===== src/common/memc_pkg.sv =====
package memc_pkg;
  // bus data width and register word offsets
  localparam int REG_W = 16;
  localparam int DB_W = 4;
  localparam int PS_MAX = 5;
  localparam logic [5:0] OFS_T0CNT = 6'h00;
  localparam logic [5:0] OFS_T0PR = 6'h01;
  localparam logic [5:0] OFS_T0CON = 6'h02;
  localparam logic [5:0] OFS_T1CNT = 6'h03;
  localparam logic [5:0] OFS_T1PR = 6'h04;
  localparam logic [5:0] OFS_T1CON = 6'h05;
  localparam logic [5:0] OFS_COMCON = 6'h06;
  localparam logic [5:0] OFS_CMP0 = 6'h07;
  localparam logic [5:0] OFS_DEADBAND_CONTROL_REG = 6'h0a;
  localparam logic [5:0] OFS_CAPCON = 6'h0b;
  localparam logic [5:0] OFS_CAPTURE_FIFO_STATUS_REG = 6'h0c;
  localparam logic [5:0] OFS_CAPTOP0 = 6'h0d;
  localparam logic [5:0] OFS_CAPBOT0 = 6'h10;
  localparam logic [5:0] OFS_IFR = 6'h13;
  localparam logic [5:0] OFS_IMR = 6'h14;
  // timer control fields
  localparam int TC_MODE_LSB = 11;
  localparam int TC_EN = 6;
  localparam int TC_SRC_LSB = 4;
  localparam logic [15:0] TCON_MASK = 16'h1870;
  // compare control fields
  localparam int CC_EN = 15;
  localparam int CC_PIN = 8;
  localparam logic [15:0] COMCON_MASK = 16'h8000;
  // dead-band control fields
  localparam int DB_PER_LSB = 8;
  localparam int DB_EN_LSB = 5;
  localparam int DB_PS_LSB = 2;
  localparam logic [15:0] DEADBAND_CONTROL_REG_MASK = 16'h0ffc;
  // capture control and fifo status fields
  localparam int CP_ADC = 15;
  localparam int CP_EN_LSB = 12;
  localparam int CP_TB_LSB = 9;
  localparam logic [15:0] CAPCON_MASK = 16'hfe3f;
  localparam int CF_LSB = 8;
  localparam logic [15:0] CAPTURE_FIFO_STATUS_REG_MASK = 16'h3f00;
  // interrupt flag positions
  localparam int IF_FAULT = 0;
  localparam int IF_TPER = 1;
  localparam int IF_CAP = 3;
  localparam int IF_N = 6;
  localparam logic [5:0] IMR_RST = 6'h01;
  // timer constants
  localparam logic [15:0] CNT_TOP = 16'hffff;
  localparam logic [15:0] CNT_ZERO = 16'h0000;
  localparam int QEP_TMR = 1;

  // counting modes, two-bit field
  typedef enum logic [1:0] {
    MODE_HOLD = 2'b00,
    MODE_CUD = 2'b01,
    MODE_CUP = 2'b10,
    MODE_DIR = 2'b11
  } memc_mode_t;

  // timer clock sources
  typedef enum logic [1:0] {
    SRC_INT = 2'b00,
    SRC_EXT = 2'b01,
    SRC_RSV = 2'b10,
    SRC_QEP = 2'b11
  } memc_src_t;

  // decoded timer control
  typedef struct packed {
    memc_mode_t mode;
    logic en;
    memc_src_t src;
  } memc_tcfg_t;
endpackage


===== src/rtl/memc_core.sv =====
// Local design decisions: the Avalon-MM register port and the register offsets.
module memc_core
  import memc_pkg::*;
#(
  parameter int CW = 16,
  parameter int DBW = 4
)
(
  // clock and reset
  input wire logic clock,
  input wire logic reset,
  // avalon-mm slave
  input wire logic [5:0] avs_address,
  input wire logic avs_read,
  input wire logic avs_write,
  input wire logic [15:0] avs_writedata,
  output logic [15:0] avs_readdata,
  output logic avs_waitrequest,
  // timer pins
  input wire logic timer_clock_in,
  input wire logic timer_dir_in,
  // capture and quadrature inputs
  input wire logic [2:0] cap_in,
  // power stage
  input wire logic power_stage_fault_input_n,
  output logic [5:0] pwm_out,
  output logic [5:0] pwm_oe,
  // system outputs
  output logic adc_soc,
  output logic irq
);

  // refuse widths the logic cannot serve
  if (CW != REG_W || DBW != DB_W)
  begin : g_bad_width
    $error("memc_core: unsupported width");
  end

  // bus handshake: one wait state on every access
  logic ack_q;
  logic [15:0] rdata_q;
  wire acc = avs_read | avs_write;
  wire wr_en = avs_write & ack_q;
  wire rd_en = avs_read & ack_q;
  assign avs_waitrequest = acc & ~ack_q;
  assign avs_readdata = rdata_q;

  // software registers
  logic [15:0] pr_q [2]; // timer periods
  logic [15:0] tcon_q [2]; // timer controls
  logic [15:0] comcon_q; // compare control
  logic [15:0] cmp_q [3]; // compare values
  logic [15:0] dbt_q; // dead-band control
  logic [15:0] capcon_q; // capture control
  logic [IF_N-1:0] ifr_q; // sticky flags
  logic [IF_N-1:0] imr_q; // flag enables

  // per-unit state exported from generate loops
  logic [15:0] tcnt [2];
  logic [1:0] tper_ev;
  logic [2:0] cap_ev;
  logic [1:0] fcnt [3];
  logic [15:0] ctop [3];
  logic [15:0] cbot [3];
  logic [2:0] raw_cmp;
  logic [5:0] pwm_d;

  // write strobes per register
  wire wr_ifr = wr_en & (avs_address == OFS_IFR);
  wire wr_cf = wr_en & (avs_address == OFS_CAPTURE_FIFO_STATUS_REG);

  // handshake toggles so the second cycle completes
  always_ff @(posedge clock)
  begin
    if (reset)
      ack_q <= 1'b0;
    else
      ack_q <= acc & ~ack_q;
  end

  // one write loads a whole register; reserved bits masked
  always_ff @(posedge clock)
  begin
    if (reset)
    begin
      pr_q <= '{default: 16'h0000};
      tcon_q <= '{default: 16'h0000};
      cmp_q <= '{default: 16'h0000};
      comcon_q <= 16'h0000;
      dbt_q <= 16'h0000;
      capcon_q <= 16'h0000;
      imr_q <= IMR_RST;
    end
    else if (wr_en)
    begin
      case (avs_address)
        OFS_T0PR: pr_q[0] <= avs_writedata;
        OFS_T1PR: pr_q[1] <= avs_writedata;
        // legacy mode bit and cascade bits stay zero
        OFS_T0CON: tcon_q[0] <= avs_writedata & TCON_MASK;
        OFS_T1CON: tcon_q[1] <= avs_writedata & TCON_MASK;
        // single write, no second arming write
        OFS_COMCON: comcon_q <= avs_writedata & COMCON_MASK;
        OFS_CMP0: cmp_q[0] <= avs_writedata;
        OFS_CMP0 + 6'h01: cmp_q[1] <= avs_writedata;
        OFS_CMP0 + 6'h02: cmp_q[2] <= avs_writedata;
        OFS_DEADBAND_CONTROL_REG: dbt_q <= avs_writedata & DEADBAND_CONTROL_REG_MASK;
        OFS_CAPCON: capcon_q <= avs_writedata & CAPCON_MASK;
        OFS_IMR: imr_q <= avs_writedata[IF_N-1:0];
        // unmapped offsets take no write
        default: imr_q <= imr_q;
      endcase
    end
  end

  // fault pin qualification: two-stage sync then edge
  logic fs1_q, fs2_q, fs3_q;
  wire fault_ev = fs3_q & ~fs2_q;
  wire fault_en = imr_q[IF_FAULT];
  always_ff @(posedge clock)
  begin
    if (reset)
    begin
      fs1_q <= 1'b1;
      fs2_q <= 1'b1;
      fs3_q <= 1'b1;
    end
    else
    begin
      fs1_q <= power_stage_fault_input_n;
      fs2_q <= fs1_q;
      fs3_q <= fs2_q;
    end
  end

  // flags: set wins over write-one clear, reads never clear
  wire [IF_N-1:0] set_v = {cap_ev, tper_ev, fault_ev};
  wire [IF_N-1:0] cap_set;
  always_ff @(posedge clock)
  begin
    if (reset)
      ifr_q <= '0;
    else if (wr_ifr)
      ifr_q <= (ifr_q & ~avs_writedata[IF_N-1:0]) | cap_set;
    else
      ifr_q <= ifr_q | cap_set;
  end
  // capture sources only flag when their fifo was non-empty
  assign cap_set = {cap_ev & {fcnt[2] != 2'd0, fcnt[1] != 2'd0,
                    fcnt[0] != 2'd0}, set_v[IF_CAP-1:0]};
  assign irq = |(ifr_q & imr_q);

  // outputs float at once on an enabled fault
  wire hiz = fault_en & (~power_stage_fault_input_n | ifr_q[IF_FAULT]);
  assign pwm_oe = {6{~hiz}};

  // quadrature decoder on capture pins 0 and 1
  logic qa_q, qb_q;
  wire qep_tick = (cap_in[0] ^ qa_q) | (cap_in[1] ^ qb_q);
  wire qep_up = qa_q ^ cap_in[1];
  logic tclk_q;
  wire ext_tick = timer_clock_in & ~tclk_q;
  always_ff @(posedge clock)
  begin
    if (reset)
    begin
      qa_q <= 1'b0;
      qb_q <= 1'b0;
      tclk_q <= 1'b0;
    end
    else
    begin
      qa_q <= cap_in[0];
      qb_q <= cap_in[1];
      tclk_q <= timer_clock_in;
    end
  end

  // two general-purpose timers
  for (genvar t = 0; t < 2; t++)
  begin : g_tmr
    memc_tcfg_t cfg;
    logic [15:0] cnt_q;
    logic [15:0] cnt_d;
    logic dir_q; // up when high, for continuous up/down
    logic tick;
    logic want_up;
    wire at_pr = (cnt_q == pr_q[t]);
    wire wr_cnt = wr_en & (avs_address == (t ? OFS_T1CNT : OFS_T0CNT));
    // unpack mode, enable and clock source from the control word
    assign cfg = memc_tcfg_t'({tcon_q[t][TC_MODE_LSB +: 2],
      tcon_q[t][TC_EN], tcon_q[t][TC_SRC_LSB +: 2]});
    // only the second timer accepts decoder clocking
    assign tick = cfg.en & (cfg.src == SRC_INT ? 1'b1 :
      cfg.src == SRC_EXT ? ext_tick :
      cfg.src == SRC_QEP ? (t == QEP_TMR) & qep_tick : 1'b0);
    assign want_up = (cfg.src == SRC_QEP) ? qep_up : timer_dir_in;
    // next count per mode
    always_comb
    begin
      cnt_d = cnt_q;
      case (cfg.mode)
        MODE_CUP: cnt_d = at_pr ? CNT_ZERO : cnt_q + 16'h0001;
        // turn at the period and at zero without overshooting
        MODE_CUD: cnt_d = ((dir_q & ~at_pr) | (cnt_q == CNT_ZERO))
          ? cnt_q + 16'h0001 : cnt_q - 16'h0001;
        // reverse at an end point instead of holding
        MODE_DIR:
        begin
          if (want_up)
            cnt_d = (at_pr | cnt_q == CNT_TOP) ? cnt_q - 16'h0001
                                               : cnt_q + 16'h0001;
          else
            cnt_d = (cnt_q == CNT_ZERO) ? cnt_q + 16'h0001
                                        : cnt_q - 16'h0001;
        end
        default: cnt_d = cnt_q;
      endcase
    end
    // counter and continuous up/down direction
    always_ff @(posedge clock)
    begin
      if (reset)
      begin
        cnt_q <= 16'h0000;
        dir_q <= 1'b1;
      end
      else if (wr_cnt)
        cnt_q <= avs_writedata;
      else if (tick)
      begin
        cnt_q <= cnt_d;
        if (at_pr)
          dir_q <= 1'b0;
        else if (cnt_q == CNT_ZERO)
          dir_q <= 1'b1;
      end
    end
    assign tcnt[t] = cnt_q;
    assign tper_ev[t] = tick & at_pr;
  end

  // three capture units with two-deep fifos
  for (genvar c = 0; c < 3; c++)
  begin : g_cap
    logic in_q;
    logic [15:0] top_q, bot_q;
    logic [1:0] n_q;
    logic [1:0] edge_sel;
    wire rise = cap_in[c] & ~in_q;
    wire fall = ~cap_in[c] & in_q;
    wire pop = rd_en & (avs_address == OFS_CAPTOP0 + 6'(c));
    // time base from either timer
    wire [15:0] tb = capcon_q[CP_TB_LSB + c] ? tcnt[1] : tcnt[0];
    assign edge_sel = capcon_q[2*c +: 2];
    assign cap_ev[c] = capcon_q[CP_EN_LSB + c] &
      ((edge_sel[0] & rise) | (edge_sel[1] & fall));
    // fifo: capture pushes, top read pops, status writable
    always_ff @(posedge clock)
    begin
      if (reset)
      begin
        in_q <= 1'b0;
        top_q <= 16'h0000;
        bot_q <= 16'h0000;
        n_q <= 2'd0;
      end
      else
      begin
        in_q <= cap_in[c];
        if (cap_ev[c])
        begin
          case (n_q)
            2'd0:
            begin
              top_q <= tb;
              n_q <= 2'd1;
            end
            2'd1:
            begin
              bot_q <= tb;
              n_q <= 2'd2;
            end
            // full: oldest dropped
            default:
            begin
              top_q <= bot_q;
              bot_q <= tb;
              n_q <= 2'd2;
            end
          endcase
        end
        else if (wr_cf)
          n_q <= avs_writedata[CF_LSB + 2*c +: 2];
        else if (pop && n_q != 2'd0)
        begin
          top_q <= bot_q;
          n_q <= n_q - 2'd1;
        end
      end
    end
    assign fcnt[c] = n_q;
    assign ctop[c] = top_q;
    assign cbot[c] = bot_q;
  end

  // conversion start on each event of the third capture unit, when enabled
  always_ff @(posedge clock)
  begin
    if (reset)
      adc_soc <= 1'b0;
    else
      adc_soc <= cap_ev[2] & capcon_q[CP_ADC];
  end

  // dead-band prescaler: divide by 2^sel, up to 32
  logic [PS_MAX-1:0] pre_q;
  wire [2:0] ps_sel = dbt_q[DB_PS_LSB +: 3];
  wire [2:0] ps_use = (ps_sel > 3'(PS_MAX)) ? 3'(PS_MAX) : ps_sel;
  wire [PS_MAX-1:0] ps_mask = PS_MAX'((6'h01 << ps_use) - 6'h01);
  wire db_tick = ((pre_q | ~ps_mask) == '1);
  always_ff @(posedge clock)
  begin
    if (reset)
      pre_q <= '0;
    else
      pre_q <= pre_q + 1'b1;
  end

  // compare units, pwm only, with 4-bit dead band
  for (genvar u = 0; u < 3; u++)
  begin : g_pwm
    logic raw_q;
    logic [DB_W-1:0] db_q;
    wire raw_d = comcon_q[CC_EN] & (tcnt[0] < cmp_q[u]);
    wire db_on = dbt_q[DB_EN_LSB + u];
    wire db_done = ~db_on | (db_q == '0);
    always_ff @(posedge clock)
    begin
      if (reset)
      begin
        raw_q <= 1'b0;
        db_q <= '0;
      end
      else
      begin
        raw_q <= raw_d;
        if (raw_d != raw_q)
          db_q <= dbt_q[DB_PER_LSB +: DB_W];
        else if (db_tick && db_q != '0)
          db_q <= db_q - 1'b1;
      end
    end
    assign raw_cmp[u] = raw_q;
    assign pwm_d[2*u] = raw_q & db_done & (raw_d == raw_q);
    assign pwm_d[2*u+1] = ~raw_q & comcon_q[CC_EN] & db_done &
      (raw_d == raw_q);
  end

  // pwm data from flops
  always_ff @(posedge clock)
  begin
    if (reset)
      pwm_out <= 6'h00;
    else
      pwm_out <= pwm_d;
  end

  // read mux; anything unmapped reads zero
  logic [15:0] rmux;
  always_comb
  begin
    case (avs_address)
      OFS_T0CNT: rmux = tcnt[0];
      OFS_T0PR: rmux = pr_q[0];
      OFS_T0CON: rmux = tcon_q[0];
      OFS_T1CNT: rmux = tcnt[1];
      OFS_T1PR: rmux = pr_q[1];
      OFS_T1CON: rmux = tcon_q[1];
      OFS_COMCON: rmux = comcon_q | (16'(fs2_q) << CC_PIN);
      OFS_CMP0: rmux = cmp_q[0];
      OFS_CMP0 + 6'h01: rmux = cmp_q[1];
      OFS_CMP0 + 6'h02: rmux = cmp_q[2];
      OFS_DEADBAND_CONTROL_REG: rmux = dbt_q;
      OFS_CAPCON: rmux = capcon_q;
      // low six bits read zero
      OFS_CAPTURE_FIFO_STATUS_REG: rmux = 16'({fcnt[2], fcnt[1], fcnt[0]}) << CF_LSB;
      OFS_CAPTOP0: rmux = ctop[0];
      OFS_CAPTOP0 + 6'h01: rmux = ctop[1];
      OFS_CAPTOP0 + 6'h02: rmux = ctop[2];
      // second entry readable alone, no pop
      OFS_CAPBOT0: rmux = cbot[0];
      OFS_CAPBOT0 + 6'h01: rmux = cbot[1];
      OFS_CAPBOT0 + 6'h02: rmux = cbot[2];
      OFS_IFR: rmux = 16'(ifr_q);
      OFS_IMR: rmux = 16'(imr_q);
      default: rmux = 16'h0000;
    endcase
  end

  // read data captured in the wait cycle
  always_ff @(posedge clock)
  begin
    if (reset)
      rdata_q <= 16'h0000;
    else if (avs_read & ~ack_q)
      rdata_q <= rmux;
  end
endmodule


===== config.mk =====
export PLATFORM = sky130hd
export DESIGN_NAME = memc_core
export DESIGN_NICKNAME = d
export VERILOG_FILES = /design/src/common/memc_pkg.sv /design/src/rtl/memc_core.sv
export SDC_FILE = /design/constraint.sdc
export NUM_CORES = 1
export LEC_CHECK = 0
export ABC_AREA = 1
export BUFFER_PORTS_ARGS = -buffer_cell sky130_fd_sc_hd__buf_2
export CORE_UTILIZATION = 33
export CTS_CLUSTER_SIZE = 12
export DETAILED_ROUTE_END_ITERATION = 8
export GPL_ROUTABILITY_DRIVEN = 0
export PLACE_DENSITY_LB_ADDON = 0.12
export RECOVER_POWER = 50
export SYNTH_ARGS = -nofsm -noshare
export SYNTH_HDL_FRONTEND = slang
export SYNTH_SLANG_ARGS = --single-unit

===== constraint.sdc =====
create_clock -name clock -period 2.1 [get_ports clock]
set_input_delay 0 -clock clock [delete_from_list [all_inputs] [get_ports clock]]
set_output_delay 0 -clock clock [all_outputs]
set_load 0.01 [all_outputs]

Word level (Yosys, flattened, before mapping) --
Cells that the tools add are included.
Storage, ports and cells: bits of input ports 32, bits in registers 313, output and inout port bits 31, logic and storage cells 336
Cells by class: eq/ne operators 50, add/sub/neg operators 12, bitwise operators 103, shifts and indexed selects 1, mux-type cells 63, reductions and logical operators 60, $lt $le $gt $ge 4
Operator list (number):
- two-way mux 16 bit | 26
- one-hot mux 16 bit (21 select lines) | 1
- one-hot mux 16 bit (2 select lines) | 3
- one-hot mux 16 bit (3 select lines) | 2
- bitwise AND 1 bit | 54
- == test 6 x 4 -> 1 bit (second input constant) | 8
- < comparator 16 bit | 3
- adder 16 x 1 -> 16 bit (second input constant) | 2
- == test 16 bit | 2
- == test 16 bit (second input constant) | 2
- zero test 16 bit | 2
- AND reduction 2 bit | 16
- subtractor 16 x 1 -> 16 bit (second input constant) | 2
- == test 6 x 5 -> 1 bit (second input constant) | 5
- nonzero test 2 bit | 13
- == test 6 x 3 -> 1 bit (second input constant) | 4
- two-way mux 2 bit | 12
- two-way mux 4 bit | 6
- inverter 1 bit | 24
- nonzero test 4 bit | 5
- OR 16 x 9 -> 16 bit | 1
- AND reduction 3 bit | 5
- == test 2 x 1 -> 1 bit (second input constant) | 7
- OR 1 bit | 13
- 29 further kinds | 75

Longest topological paths before layout --
word-level depth 10, gate-level depth with buffers 17, gate-level depth less buffers 16

Least setup slack after synthesis --
No wires, ideal clock.
path type register to register, start reg g_tmr[0].cnt_q[1], end reg g_tmr[0].cnt_q[7], library setup time 0.140 ns, slack 0.061 ns, buffers on the path 1, cell stages (with the launch flop) 18, period minus slack after synthesis 2.039 ns, required time 1.960 ns, data arrival time 1.898 ns, cells stage by stage dfxtp_1 ha_1 nand2_2 clkinv_1 nand2_2 nor2_4 nand2_2 nor2_2 nand2_1 nand3_1 nand2_1 nand2_1 nand3_2 buf_6 nand2_1 nand2_1 nand2_1 a21oi_2
On the way: longest elaborated chain between the ends 8, elaborated cells between the ends (all ways) 17, classes of those cells 2 x add/sub; 2 x eq/ne; 8 x mux; 4 x bitwise; 1 x reduce/logical
Ends and longest elaborated chain:
- from (decl) | line memc_core.sv:183 | logic [15:0] cnt_q;
- from (signal assigned) | line memc_core.sv:229 | cnt_q <= avs_writedata;
- from (signal assigned) | line memc_core.sv:232 | cnt_q <= cnt_d;
- branches (longest 5 deep; another with subtractor 16 x 1 -> 16 bit)
- one-hot mux 16 bit (3 select lines) * | line memc_core.sv:202 | case (cfg.mode)
- two-way mux 16 bit * | line memc_core.sv:230 | else if (tick)
- two-way mux 16 bit * | line memc_core.sv:228 | else if (wr_cnt)
Every way passes the cells marked *. The select of a mux whose other input is x is not followed. A chain may end at the register's enable or synchronous reset.

Worst setup path in the final report --
start reg cmp_q[10] in the netlist's numbering, end reg g_pwm[2].db_q[1]
On the way: longest elaborated chain between the ends 4, elaborated cells between the ends (all ways) 5, classes of those cells 1 x order compare; 1 x eq/ne; 1 x mux; 1 x bitwise; 1 x reduce/logical
Ends and longest elaborated chain:
- from (decl) | line memc_core.sv:52 | logic [15:0] cmp_q [3];
- < comparator 16 bit * | line memc_core.sv:335 | wire raw_d = comcon_q[CC_EN] & (tcnt[0] < cmp_q[u]);
- bitwise AND 1 bit * | line memc_core.sv:335
- inequality test 1 bit * | line memc_core.sv:348 | if (raw_d != raw_q)
- two-way mux 4 bit / nonzero test 2 bit (equally long branches)
- to (signal assigned) | line memc_core.sv:349 | db_q <= dbt_q[DB_PER_LSB +: DB_W];
- to (signal assigned) | line memc_core.sv:351 | db_q <= db_q - 1'b1;
- to (decl) | line memc_core.sv:334 | logic [DB_W-1:0] db_q;
Every way passes the cells marked *; elsewhere a longest branch is shown, timed or not.

==> impl_metrics.env <==
export IMPL_hold_viol_final=0
export IMPL_grt_pass1_wl_um=121300
export IMPL_clock_path_buffers=3
export IMPL_fin_area_mm2=0.02405
export IMPL_ff2ff_path_depth=14
export IMPL_ys_async_sr_fraction=0
export IMPL_globalRouteOverflowTotal=0
export IMPL_netlist_top_cells_count="526 x nand2_1, 339 x inv_1, 313 x dfxtp_1"
export IMPL_initial_utilization=0.3356
export IMPL_period_share=0.9911
export IMPL_grtUsageTotal=0.2918
export IMPL_grt_pass1_vias=18690
export IMPL_setup_slack_ns=0.01864
export IMPL_layout_drive_gt1_share=0.2370
export IMPL_worst_endpoint_required_ns=2.53
export IMPL_syn_inst=2659
export IMPL_clock_fmax_mhz=480.5
export IMPL_clk_latency_ns=0.58
export IMPL_final_cells=3714
export IMPL_worstMarginPinSlew_ns=0.9413
export IMPL_r2r_setup_slack_ns=0.02
export IMPL_rows=85
export IMPL_die_h_um=236.4
export IMPL_synth_top_area_frac=0.3456
export IMPL_yosys_cell_count_top_type="nand2_1"
export IMPL_finalPower_mw=15.00
export IMPL_core_area_mm2=0.05403
export IMPL_vias_per_cell=5.389
export IMPL_holdWs_ns=0.2064
export IMPL_nets=3084
export IMPL_syn_area_per_cell_um2=6.819
export IMPL_ys_seq_area_frac=0.3456
export IMPL_reg2reg_from="cmp_q[10]$_SDFFE_PP0P_"
export IMPL_fp_dieW_um=236.4
export IMPL_crit_type="reg2reg"
export IMPL_ir_drop_uv=451.6
export IMPL_rsz0062_at_grt="true"
export IMPL_grt_busiest_layer="met2"
export IMPL_antenna_found_initial=4
export IMPL_static_leakage_power_nw=10.22
export IMPL_grt_max_degree=103
export IMPL_worstPathArrival_ns=2.51
export IMPL_synth_top_cell_by_area="dfxtp_1"
export IMPL_die_area_mm2=0.05589
export IMPL_maxSlewViolCount=0
export IMPL_syn_num_nets=2757
export IMPL_h_tree_depth=2
export IMPL_synth_edf_count=0
export IMPL_yosys_cell_types_count=54
export IMPL_setup_worst_path_start_class="flip-flop"
export IMPL_drc=0
export IMPL_status="completed"
export IMPL_grt_util_met3=0.05851
export IMPL_portBuffers=62
export IMPL_routedWlPerCell_um=22.40
export IMPL_fin_skew_ns=0.02265
export IMPL_vias=20010
export IMPL_holdPathEnd="tclk_q$_SDFF_PP0_"
export IMPL_ys_warnings_count=0
export IMPL_area_growth_pct=32.64
export IMPL_powerDensity_mw_per_mm2=623.6
export IMPL_setup_viol=0
export IMPL_worstHoldPathCells=4
export IMPL_ys_ff_latch=313
export IMPL_yosys_top_cells_area="dfxtp_1 35%, nand2_1 11%, o21ai_0 7.7%"
export IMPL_wl_um=83190
export IMPL_relSlewSlack=0.3658
export IMPL_tritoncts="yes"
export IMPL_post_route_util=0.4451
export IMPL_r2r_end="g_pwm[2].db_q[1]$_SDFFE_PP0P_"
export IMPL_path_max_fanout=4
export IMPL_clock_sinks=313
export IMPL_drv_cap=0
export IMPL_dr_pass1_iters=6
export IMPL_finalSetupTns_ns=0
export IMPL_io_pins=63
export IMPL_endpoint_kind="flip-flop"
export IMPL_min_period_ns=2.081
export IMPL_placedCellCount=3598
export IMPL_ys_flop_type="dfxtp_1"
export IMPL_drtAntennaViolNets=0
export IMPL_place_ws_ns=-0.4865
export IMPL_hpwl_um=62220
export IMPL_clkTransAtPathRegs_ns=0.06
export IMPL_place_area_mm2=0.02150
export IMPL_min_path_type="in2reg"
export IMPL_use_met1=0.3805
export IMPL_drtIter0Drc=1857
export IMPL_netlist_area_mm2=0.01813
export IMPL_cts_buffers=40
export IMPL_clockRootBuffer="clkbuf_16"
export IMPL_hold_start="timer_clock_in"
export IMPL_grt_util_met2=0.4581
==> final cells by class <==
type | count | area, um^2
Tap cell | 696 | 870.8
Clock buffer | 55 | 1149
Inverter | 381 | 1445
Antenna cell | 1 | 2.502
Timing Repair Buffer | 428 | 3590
Clock inverter | 18 | 160.2
Multi-Input combinational cell | 1822 | 10510
Fill cell | 5582 | 29980
Sequential cell | 313 | 6325
==> cells by family (layout without fill, tap and decap cells) <==
kind of cell,count (synthesis),after routing,synth area share
flip-flops,313,313,0.3456
adder cells (fa/ha/maj),66,66,0.04555
AND/OR/NAND/NOR,901,902,0.2127
other,0,1,0
AO/OA/AOI/OAI,777,777,0.2435
XOR/XNOR,77,77,0.03720
buffers and inverters,525,882,0.1155
==> power breakdown <==
part           internal (mW)  switching, mW
Clock                   4.09           2.95
Sequential              6.06         0.0743
Combinational          0.741           1.08
Total                   10.9           4.11
==> routing by layer <==
layer  wire (um)  up-vias
met5          20        -
met4        4351        4
met3        7167      209
met2       36880      845
met1       34780     9414
li1            -     9541
==> critical path: stages (launching register included) <==
cell,delay [ns]
dfxtp_2,0.33
inv_1,0.06
ha_1,0.28
nand2_1,0.07
inv_2,0.05
nand2_1,0.07
a31oi_2,0.10
nor4_4,0.34
buf_6,0.18
nand2_4,0.06
nand2_4,0.07
buf_6,0.11
nand3_1,0.08
nand2_1,0.08
a21oi_1,0.05
==> cells in the final DEF (no fill, tap or decap), drive strengths merged, types with 33 or more instances in the layout <==
cell type / netlist / layout
nand3: 119 / 119
buf: 43 / 402
nor2: 162 / 162
a211oi: 33 / 33
clkbuf: 101 / 55
xor2: 74 / 74
inv: 371 / 374
a21oi: 269 / 269
nand2: 536 / 537
a31oi: 33 / 33
dfxtp: 313 / 313
ha: 66 / 66
o21ai: 297 / 297
o22ai: 91 / 91
==> sequential cells by signal, summed over array words and instances, names as in the netlist, 5 cells and up <==
name,count
cmp_q,48
g_cap.bot_q,48
g_cap.top_q,48
g_tmr.cnt_q,32
pr_q,32
avs_readdata,16
capcon_q,13
g_pwm.db_q,12
dbt_q,10
g_tmr.cfg,10
g_cap.n_q,6
ifr_q,6
imr_q,6
pwm_out,6
pre_q,5
==> worst max-delay path by stage <==
stage,from,to,slack (ns),cells past startpoint
3_5_place_dp,cmp_q[39]$_SDFFE_PP0P_,g_pwm[0].db_q[0]$_SDFFE_PP0P_,-0.49,12
2_1_floorplan,g_tmr[0].cnt_q[1]$_SDFFE_PP0P_,g_tmr[0].cnt_q[7]$_SDFFE_PP0P_,0.06,17
5_1_grt,dbt_q[3]$_SDFFE_PP0P_,g_pwm[1].db_q[2]$_SDFFE_PP0P_,-0.13,14
4_1_cts,g_tmr[0].cnt_q[15]$_SDFFE_PP0P_,g_pwm[2].db_q[2]$_SDFFE_PP0P_,0.002,10
3_3_place_gp,cmp_q[39]$_SDFFE_PP0P_,g_pwm[0].db_q[0]$_SDFFE_PP0P_,-0.44,12
6_report,cmp_q[10]$_SDFFE_PP0P_,g_pwm[2].db_q[1]$_SDFFE_PP0P_,0.02,14
==> what timing repair did <==
item,CTS,global route
hold endpoints to repair,96,0
gates resized for setup,44,181
setup buffers,2,17
setup endpoints to repair,48,73
hold buffers,26,0
gates cloned,0,1
pin swaps,11,60
Note: power is estimated with default switching activity, not from simulation.
